**src/float_unpack_pkg.sv**
```systemverilog
// Constants and types for the single-precision operand unpacker.
// Assumes operands arrive as bits 31..0, bit 0 in the lowest-addressed byte.
package float_unpack_pkg;

    localparam int OPERAND_W     = 32;
    localparam int BYTE_W        = 8;
    localparam int OPERAND_BYTES = 4;
    localparam int LANE_IDX_W    = 2;
    localparam int EXP_W         = 8;
    localparam int FRAC_W        = 24;

    // Field positions within the 32-bit operand
    localparam int SIGN_POS      = 15;
    localparam int EXP_MSB       = 14;
    localparam int EXP_LSB       = 7;
    localparam int FRAC_HI_MSB   = 6;
    localparam int FRAC_HI_LSB   = 0;
    localparam int FRAC_LO_MSB   = 31;
    localparam int FRAC_LO_LSB   = 16;

    // Excess-128 bias and the zero exponent field
    localparam logic [EXP_W-1:0] EXP_BIAS       = 8'h80;
    localparam logic [EXP_W-1:0] EXP_FIELD_ZERO = 8'h00;

    // Indices of the first byte and of the byte that completes an operand
    localparam logic [LANE_IDX_W-1:0] LAST_LANE  = 2'h3;
    localparam logic [LANE_IDX_W-1:0] FIRST_LANE = 2'h0;

    // Reset values of the result registers and the byte holding registers
    localparam logic [OPERAND_W-1:0] OPERAND_RST = 32'h0000_0000;
    localparam logic [FRAC_W-1:0]    FRAC_RST    = 24'h00_0000;
    localparam logic [EXP_W-1:0]     EXP_RST     = 8'h00;
    localparam logic [BYTE_W-1:0]    BYTE_RST    = 8'h00;

    typedef enum logic [1:0] {
        CLASS_NORMAL,
        CLASS_ZERO,
        CLASS_RESERVED
    } float_class_t;

    typedef enum logic {
        ASM_IDLE,
        ASM_COLLECT
    } asm_state_t;

endpackage

```
**src/float_field_split.sv**
```systemverilog
// Combinational splitter: sign, exponent, fraction and class of an operand.
// Assumes a whole 32-bit operand on its input; no state of its own.
`timescale 1ns/10ps
module float_field_split
    import float_unpack_pkg::*;
(
    input  wire logic [OPERAND_W-1:0] operand_i,
    output logic                      sign_o,
    output logic [EXP_W-1:0]          exp_field_o,
    output logic [EXP_W-1:0]          true_exp_o,
    output logic [FRAC_W-1:0]         fraction_o,
    output float_class_t              class_o
);

    wire                       sign_bit;
    wire [EXP_W-1:0]           exp_field;
    wire                       exp_is_zero;
    wire [FRAC_HI_MSB:0]       frac_hi;
    wire [FRAC_LO_MSB-FRAC_LO_LSB:0] frac_lo;
    wire [FRAC_W-1:0]          frac_full;
    wire [EXP_W-1:0]           exp_unbiased;

    assign sign_bit    = operand_i[SIGN_POS];
    assign exp_field   = operand_i[EXP_MSB:EXP_LSB];
    assign exp_is_zero = (exp_field == EXP_FIELD_ZERO);

    // hidden one, then 6..0, then 31..16
    assign frac_hi     = operand_i[FRAC_HI_MSB:FRAC_HI_LSB];
    assign frac_lo     = operand_i[FRAC_LO_MSB:FRAC_LO_LSB];
    assign frac_full   = {1'b1, frac_hi, frac_lo};

    // true exponent is field minus 128
    assign exp_unbiased = exp_field - EXP_BIAS;

    assign sign_o      = sign_bit;
    assign exp_field_o = exp_field;
    assign true_exp_o  = exp_is_zero ? EXP_RST : exp_unbiased;
    assign fraction_o  = exp_is_zero ? FRAC_RST : frac_full;

    // zero field with clear sign is exact zero
    // zero field with set sign is reserved
    assign class_o = !exp_is_zero ? CLASS_NORMAL
                   : (sign_bit ? CLASS_RESERVED : CLASS_ZERO);

endmodule

```
**src/single_float_unpack_classify.sv**
```systemverilog
// Single-precision operand unpacker: takes an operand either as a whole
// 32-bit value or as four bytes, lowest address first, and presents its
// sign, exponent, fraction and class registered one edge later.
// Assumes sources and consumer sit on clk_i; no synchronisers needed.
//
// What this block does
// - An operand is four consecutive bytes, bits 0 to 31 from the right, located by the byte holding bit 0.
// - The sign is bit 15 of the operand, one meaning negative.
// - The biased exponent is bits 14 down to 7, in excess-128.
// - The 24-bit fraction is a hidden one, then bits 6 to 0, then bits 31 to 16.
// - For field values 1 to 255 the true exponent is the field minus 128.
// - Zero field with sign clear is exact floating zero whatever the fraction.
// - Zero field with sign set is reserved and raises a reserved operand fault.
`timescale 1ns/10ps
module single_float_unpack_classify
    import float_unpack_pkg::*;
(
    input  wire logic                  clk_i,
    input  wire logic                  reset_i,
    // Whole-operand path
    input  wire logic                  word_valid_i,
    input  wire logic [OPERAND_W-1:0]  word_i,
    // Byte path, lowest address first
    input  wire logic                  byte_valid_i,
    input  wire logic                  byte_first_i,
    input  wire logic [BYTE_W-1:0]     byte_i,
    // Unpacked result
    output logic                       valid_o,
    output logic                       sign_o,
    output logic [EXP_W-1:0]           exp_field_o,
    output logic [EXP_W-1:0]           true_exp_o,
    output logic [FRAC_W-1:0]          fraction_o,
    output logic                       zero_o,
    output logic                       reserved_o,
    output logic                       fault_o,
    output logic [OPERAND_W-1:0]       operand_o,
    output logic                       byte_drop_o
);

    import float_unpack_pkg::*;

    asm_state_t              state_r;
    asm_state_t              state_nxt;
    logic [LANE_IDX_W-1:0]   lane_r;
    logic [LANE_IDX_W-1:0]   lane_nxt;
    logic [BYTE_W-1:0]       lane_data_r [OPERAND_BYTES-1];

    logic                    valid_r;
    logic                    sign_r;
    logic [EXP_W-1:0]        exp_field_r;
    logic [EXP_W-1:0]        true_exp_r;
    logic [FRAC_W-1:0]       fraction_r;
    logic                    zero_r;
    logic                    reserved_r;
    logic                    fault_r;
    logic [OPERAND_W-1:0]    operand_r;
    logic                    byte_drop_r;

    wire                     byte_start;
    wire                     byte_cont;
    wire                     byte_take;
    wire                     byte_done;
    wire                     byte_stray;
    wire                     accept;
    wire [OPERAND_W-1:0]     asm_word;
    wire [OPERAND_W-1:0]     src_word;

    wire                     split_sign;
    wire [EXP_W-1:0]         split_exp_field;
    wire [EXP_W-1:0]         split_true_exp;
    wire [FRAC_W-1:0]        split_fraction;
    float_class_t            split_class;

    // Byte path decode; a whole operand aborts any partial byte assembly
    assign byte_start = byte_valid_i && byte_first_i && !word_valid_i;
    assign byte_cont  = byte_valid_i && !byte_first_i && !word_valid_i
                      && (state_r == ASM_COLLECT);
    assign byte_take  = byte_start || byte_cont;
    // fourth consecutive byte completes the operand
    assign byte_done  = byte_cont && (lane_r == LAST_LANE);
    assign byte_stray = byte_valid_i && !byte_first_i && !word_valid_i
                      && (state_r == ASM_IDLE);

    // bit 0 sits in the first (lowest-addressed) byte
    assign asm_word = {byte_i, lane_data_r[2], lane_data_r[1],
                       lane_data_r[0]};
    assign src_word = word_valid_i ? word_i : asm_word;
    assign accept   = word_valid_i || byte_done;

    // Assembler next state
    always_comb begin
        state_nxt = state_r;
        lane_nxt  = lane_r;
        if (word_valid_i) begin
            state_nxt = ASM_IDLE;
            lane_nxt  = FIRST_LANE;
        end else if (byte_start) begin
            state_nxt = ASM_COLLECT;
            lane_nxt  = LANE_IDX_W'(FIRST_LANE + 2'h1);
        end else if (byte_done) begin
            state_nxt = ASM_IDLE;
            lane_nxt  = FIRST_LANE;
        end else if (byte_cont) begin
            case (state_r)
                ASM_COLLECT: lane_nxt = LANE_IDX_W'(lane_r + 2'h1);
                default:     lane_nxt = FIRST_LANE;
            endcase
        end
    end

    always_ff @(posedge clk_i) begin
        if (reset_i) begin
            state_r <= ASM_IDLE;
            lane_r  <= FIRST_LANE;
        end else begin
            state_r <= state_nxt;
            lane_r  <= lane_nxt;
        end
    end

    // One holding register per low byte lane
    genvar gi;
    generate
        for (gi = 0; gi < OPERAND_BYTES - 1; gi++) begin : g_lane
            wire lane_load;
            // byte stored by its position in the operand
            assign lane_load = byte_take
                && (byte_start ? (gi == 0)
                               : (lane_r == LANE_IDX_W'(gi)));
            always_ff @(posedge clk_i) begin
                if (reset_i) begin
                    lane_data_r[gi] <= BYTE_RST;
                end else if (lane_load) begin
                    lane_data_r[gi] <= byte_i;
                end
            end
        end
    endgenerate

    float_field_split u_split (
        .operand_i   (src_word),
        .sign_o      (split_sign),
        .exp_field_o (split_exp_field),
        .true_exp_o  (split_true_exp),
        .fraction_o  (split_fraction),
        .class_o     (split_class)
    );

    // result registers, one edge after acceptance
    always_ff @(posedge clk_i) begin
        if (reset_i) begin
            valid_r     <= 1'b0;
            sign_r      <= 1'b0;
            exp_field_r <= EXP_RST;
            true_exp_r  <= EXP_RST;
            fraction_r  <= FRAC_RST;
            zero_r      <= 1'b0;
            reserved_r  <= 1'b0;
            operand_r   <= OPERAND_RST;
        end else begin
            valid_r <= accept;
            if (accept) begin
                sign_r      <= split_sign;
                exp_field_r <= split_exp_field;
                true_exp_r  <= split_true_exp;
                fraction_r  <= split_fraction;
                zero_r      <= (split_class == CLASS_ZERO);
                reserved_r  <= (split_class == CLASS_RESERVED);
                operand_r   <= src_word;
            end
        end
    end

    // Fault and stray-byte pulses
    always_ff @(posedge clk_i) begin
        if (reset_i) begin
            fault_r     <= 1'b0;
            byte_drop_r <= 1'b0;
        end else begin
            fault_r     <= accept && (split_class == CLASS_RESERVED);
            byte_drop_r <= byte_stray
                        || (byte_valid_i && word_valid_i);
        end
    end

    assign valid_o     = valid_r;
    assign sign_o      = sign_r;
    assign exp_field_o = exp_field_r;
    assign true_exp_o  = true_exp_r;
    assign fraction_o  = fraction_r;
    assign zero_o      = zero_r;
    assign reserved_o  = reserved_r;
    assign fault_o     = fault_r;
    assign operand_o   = operand_r;
    assign byte_drop_o = byte_drop_r;

endmodule

```
**config.mk**
```make
export PLATFORM = sky130hd
export DESIGN_NAME = single_float_unpack_classify
export DESIGN_NICKNAME = d
export VERILOG_FILES = /design/src/float_unpack_pkg.sv /design/src/float_field_split.sv /design/src/single_float_unpack_classify.sv
export SDC_FILE = /design/constraint.sdc
export NUM_CORES = 1
export LEC_CHECK = 0
export BUFFER_PORTS_ARGS = -buffer_cell sky130_fd_sc_hd__buf_2
export CAP_MARGIN = 0
export CELL_PAD_IN_SITES_DETAIL_PLACEMENT = 0
export CELL_PAD_IN_SITES_GLOBAL_PLACEMENT = 2
export CORE_ASPECT_RATIO = 1.25
export CORE_MARGIN = 1
export CORE_UTILIZATION = 30
export CTS_CLUSTER_DIAMETER = 150
export DETAILED_ROUTE_END_ITERATION = 8
export HOLD_SLACK_MARGIN = 0.03
export PLACE_DENSITY_LB_ADDON = 0.1
export SLEW_MARGIN = 20
export SYNTH_ARGS = -nofsm -noshare
export SYNTH_HDL_FRONTEND = slang
export SYNTH_SLANG_ARGS = --single-unit
```
**constraint.sdc**
```tcl
create_clock -name clk_i -period 2.1 [get_ports clk_i]
set_input_delay 0 -clock clk_i [delete_from_list [all_inputs] [get_ports clk_i]]
set_output_delay 0 -clock clk_i [all_outputs]
set_load 0.01 [all_outputs]
```
* After elaboration in Yosys (flattened, before gate mapping)
Memories as Yosys holds them, arrays and structs flattened. Index checks and enable logic that the tools add are counted.
Cells by class: add/sub/neg operators 2, equality and inequality tests 5, multiplexer cells 28, bitwise operators 4, reductions and logical operators 23
Operators with widths (number):
- two-way mux 32 bit | 1
- two-way mux 8 bit | 4
- two-way mux 24 bit | 1
- two-way mux 1 bit | 19
- logical AND 1 bit | 12
- zero test 8 bit | 1
- subtractor 8 bit, second input constant | 1
- equality test 2 bit, second input constant | 3
- two-way mux 2 bit | 3
- equality test 2 x 1 -> 1 bit, second input constant | 2
- OR reduction 4 bit | 1
- logical OR 1 bit | 3
- bitwise OR 1 bit | 3
- nonzero test 3 bit | 1
- adder 2 x 1 -> 2 bit, second input constant | 1
- zero test 1 bit | 2
- zero test 2 bit | 1
- nonzero test 2 bit | 1
- OR reduction 2 bit | 1
- inverter 1 bit | 1
Word-level totals: bits in registers 81, RAM bits 24, input port bits 45, word-level logic and storage cells 76, memories 1
Memory list:
- lane_data_r | depth 3, width 8, rd ports 3, clocked after Yosys merged registers in 0, wr ports 3, RTL line single_float_unpack_classify.sv:46 | logic [BYTE_W-1:0] lane_data_r [OPERAND_BYTES-1];

* Logic depth before layout (Yosys ltp)
depth after elaboration 10, depth in mapped cells 8, mapped depth without buffers 7

* Modules after synthesis
Synthesis repeated with hierarchy kept, for this count alone.
Unflattened totals: cell total of the unflattened synthesis 516, area, all modules 5093.6 um^2
Modules (own cells, without submodules):
- single_float_unpack_classify | times used 1, cells each 467, area an instance 4758.3 um^2, seq. area each 2342.2 um^2
- float_field_split | times used 1, cells each 49, area an instance 335.3 um^2, seq. area each 0.0 um^2

* Worst setup path before layout
Ideal clock, no wire load.
path kind reg2reg, start point memory lane_data_r[1][5], end point register fraction_r[10] (netlist: fraction_o[10]), library setup time 120 ps, data arrival time 1505 ps, setup slack 474 ps, stages on the path, launching flop included 6, buffers on the path 1, period minus slack after synthesis 1626 ps, cell sequence edfxtp_1 -> or4_1 -> o22a_1 -> o21ai_2 -> buf_4 -> o2bb2ai_1
RTL lines:
- start: declaration | RTL line single_float_unpack_classify.sv:46
- end signal: assignment | RTL line single_float_unpack_classify.sv:166 | fraction_r <= split_fraction;
- end: declaration | RTL line single_float_unpack_classify.sv:52 | logic [FRAC_W-1:0] fraction_r;

==> metrics <==
Max clock buf depth=2; fin area=5126 sq um; Final Skew=0.007977 ns; Final nets=527; Placer Congestion=0.7099; Post-Syn Area=3802 sq um; Final min period=1.708 ns; Crit Path Class=reg2reg; layout cells sized above 1=32.09%; Root Driver=clkbuf_16; Max stage delay on crit path=0.50 ns; Worst setup startpoint=lane_data_r[1][5]$_SDFFCE_PN0P_; CTS tree=built; clock latency on the worst-skew pair=0.34 ns; overall power=4.099 mW; Pleak=2.283 nW; CP Launch Type=flip-flop; main area contributors after synthesis=dfxtp_1 (38%), edfxtp_1 (19%), mux2i_1 (8.4%); drt total wl=9942 um; placed cell areas=4563 sq um; area leader, netlist=dfxtp_1; r2r startpoint=lane_data_r[1][5]$_SDFFCE_PN0P_; CTS buffer count=9; routed vias=2,960; Post-synth top cells=dfxtp_1 (72), nor2_1 (35), mux2i_1 (32); total gr overflow=0; I/O pin count=123; worst-path fanout max=24; Setup crit end kind=flip-flop; RSZ-0062 raised after global routing=no; Max Slew Vio Count=0; Inst Count DP=602; die area=13,130 sq um; delay-heaviest family, CP=simple AND/OR/NAND/NOR gates; Synth top area share=37.91%; number of synthesized register bits=96; EDFF count, synth=24; first-pass GRT wire length=15,580 um; critical path depth=5; number of I/O port buffers=122; Cell variety after synth=38; aggregate global-route resource usage=16.15%; antenna violations before repair=0; CP cell instances=or4_1, o22a_1, o21ai_2, buf_12, o2bb2ai_1; R2R cell count=5; power density cells=799.7 nW/um^2; FF-to-FF setup slack=0.39 ns; WP data arrival=1.93 ns; Slew HR=64.09%; area growth from synthesis to layout=34.81%; worst r2r dst=fraction_o[22]$_SDFFE_PP0P_; Final setup viols=0; type of the tightest min-delay check=in2reg; dpl hpwl=7024 um; Final WS setup=0.3918 ns; Final TNS setup=0 ns; DR iter-0 viols=85; initial cell density of the core=30.98%; asr flop ratio synth=0%; Vert. Die Dim=127.9 um; number of remaining DRC errors=0; Worst Path Buf+Inv=1; largest net degree at the start of global routing=40; Finished Layout Cells=647; core area=12,270 sq um; period utilisation layout=81.34%; syn nets=385; pre-CTS setup slack=0.4071 ns; H-tree depth=3; drt via density=4.575; run status=finished clean; chip width=102.7 um; Num Clock Sinks=96; post-DR wirelength/cell=15.37 um; worst vdd ir=0.3483 mV; fill count=1,271; Least-Margin Pin Slew=0.5386 ns; Synth Instances=336; slowest stage cell, crit path=or4_1; max-cap violations=0; Setup Fix Bufs, Post-CTS=0; Ys Warns=0; CP endpoint=fraction_o[22]$_SDFFE_PP0P_; fmax=585.4 MHz; Resize count post-CTS=0; Routed Antenna Nets=0; most common cell in the netlist=dfxtp_1; Syn Area/Cell=11.32 sq um; row count=45; CP required=2.32 ns; vias in the first global route=2,935; Antenna Cells=0; First-pass DRT Iterations=4; sequential share of the synthesized area=56.86%; final hold violations=0; Worst-path clk slew=0.07 ns; Top FF cell, synth=dfxtp_1
-- power breakdown --
group,switching (mW),internal (mW)
registers,0.0571,2.00
logic,0.275,0.237
clock network,0.694,0.835
total,1.03,3.07
-- cell type report --
class,instances,area (sq um),area share [%]
clock buffer,11,242.7,4.735
clock inverter,5,30.03,0.5858
inverter,5,18.77,0.3661
multi-input combinational,203,1451,28.31
sequential,96,2162,42.18
tap,164,205.2,4.003
timing repair buffer,163,1016,19.82
-- worst min path at each step --
| stage | depth (start not counted) | to | slack [ns] | from |
|---|---|---|---|---|
| global route | 2 | lane_data_r[0][4]$_SDFFCE_PN0P_ | 0.06 | byte_i[4] |
| floorplan | 2 | lane_r[1]$_SDFFE_PP0P_ | 0.18 | byte_first_i |
| detailed placement | 3 | fraction_o[22]$_SDFFE_PP0P_ | 0.32 | word_i[6] |
| CTS | 4 | byte_drop_o$_SDFF_PP0_ | 0.03 | byte_first_i |
| global placement | 3 | fraction_o[22]$_SDFFE_PP0P_ | 0.30 | word_i[6] |
| finish | 4 | byte_drop_o$_SDFF_PP0_ | 0.05 | byte_first_i |
-- stage by stage --
| step | hold slack (ns) | util (%) |
|---|---|---|
| after floorplan | 0.1827 | - |
| after global placement | 0.3003 | 37.18 |
| after detailed placement | 0.3150 | 37.18 |
| after CTS | 0.03197 | 41.76 |
| after global routing | 0.05995 | 41.76 |
| final | 0.05076 | 41.76 |
-- cells by family after synthesis --
logic type      after synthesis  synth area share, %
buf+inv                      37                5.100
mux                          33                8.720
simple gates                 83                11.12
flops                        96                56.86
fa+ha+maj                     4                1.316
compound gates               83                16.88
-- per-layer routing --
layer	vias up	wire, um	GRT usage, %
li1	1492	-	-
met1	1362	4710	21.95
met2	96	4514	24.43
met3	10	546	2.835
met4	0	171	8.067
met5	-	0	0
-- timing repair --
| item | in CTS | in global routing |
|---|---|---|
| endpoints found under the hold margin | 39 | 0 |
| hold buffers | 29 | 0 |
| endpoints found under the setup margin | 0 | 0 |
-- cells in the final DEF, fill, tap and decap left out, types with 2 or more instances in the layout --
cell type,count
o2bb2ai_1,24
clkinv_2,3
nand2b_1,3
dfxtp_1,72
a21oi_1,8
and2_1,24
clkbuf_16,9
a22oi_1,2
o21a_1,14
buf_4,10
a211oi_1,25
a2111oi_0,2
mux2i_1,32
buf_2,122
nand2_1,6
dlygate4sd3_1,29
a21o_1,2
buf_12,2
edfxtp_1,24
nor3_1,5
ha_1,4
inv_1,5
nor2_1,34
-- flip-flops by register name, summed over array words and instances, names as in the netlist, 2 cells and up --
register and cells:
exp_field_o 7, fraction_o 24, lane_data_r 24, lane_r 2, operand_o 25, true_exp_o 8
-- worst reg2reg max path, cell delays in order, from the launching register on --
cell       delay [ns]
edfxtp_1         0.39
or4_1            0.50
o22a_1           0.23
o21ai_2          0.18
buf_12           0.20
o2bb2ai_1        0.10
(Power assumes the default switching activity.)
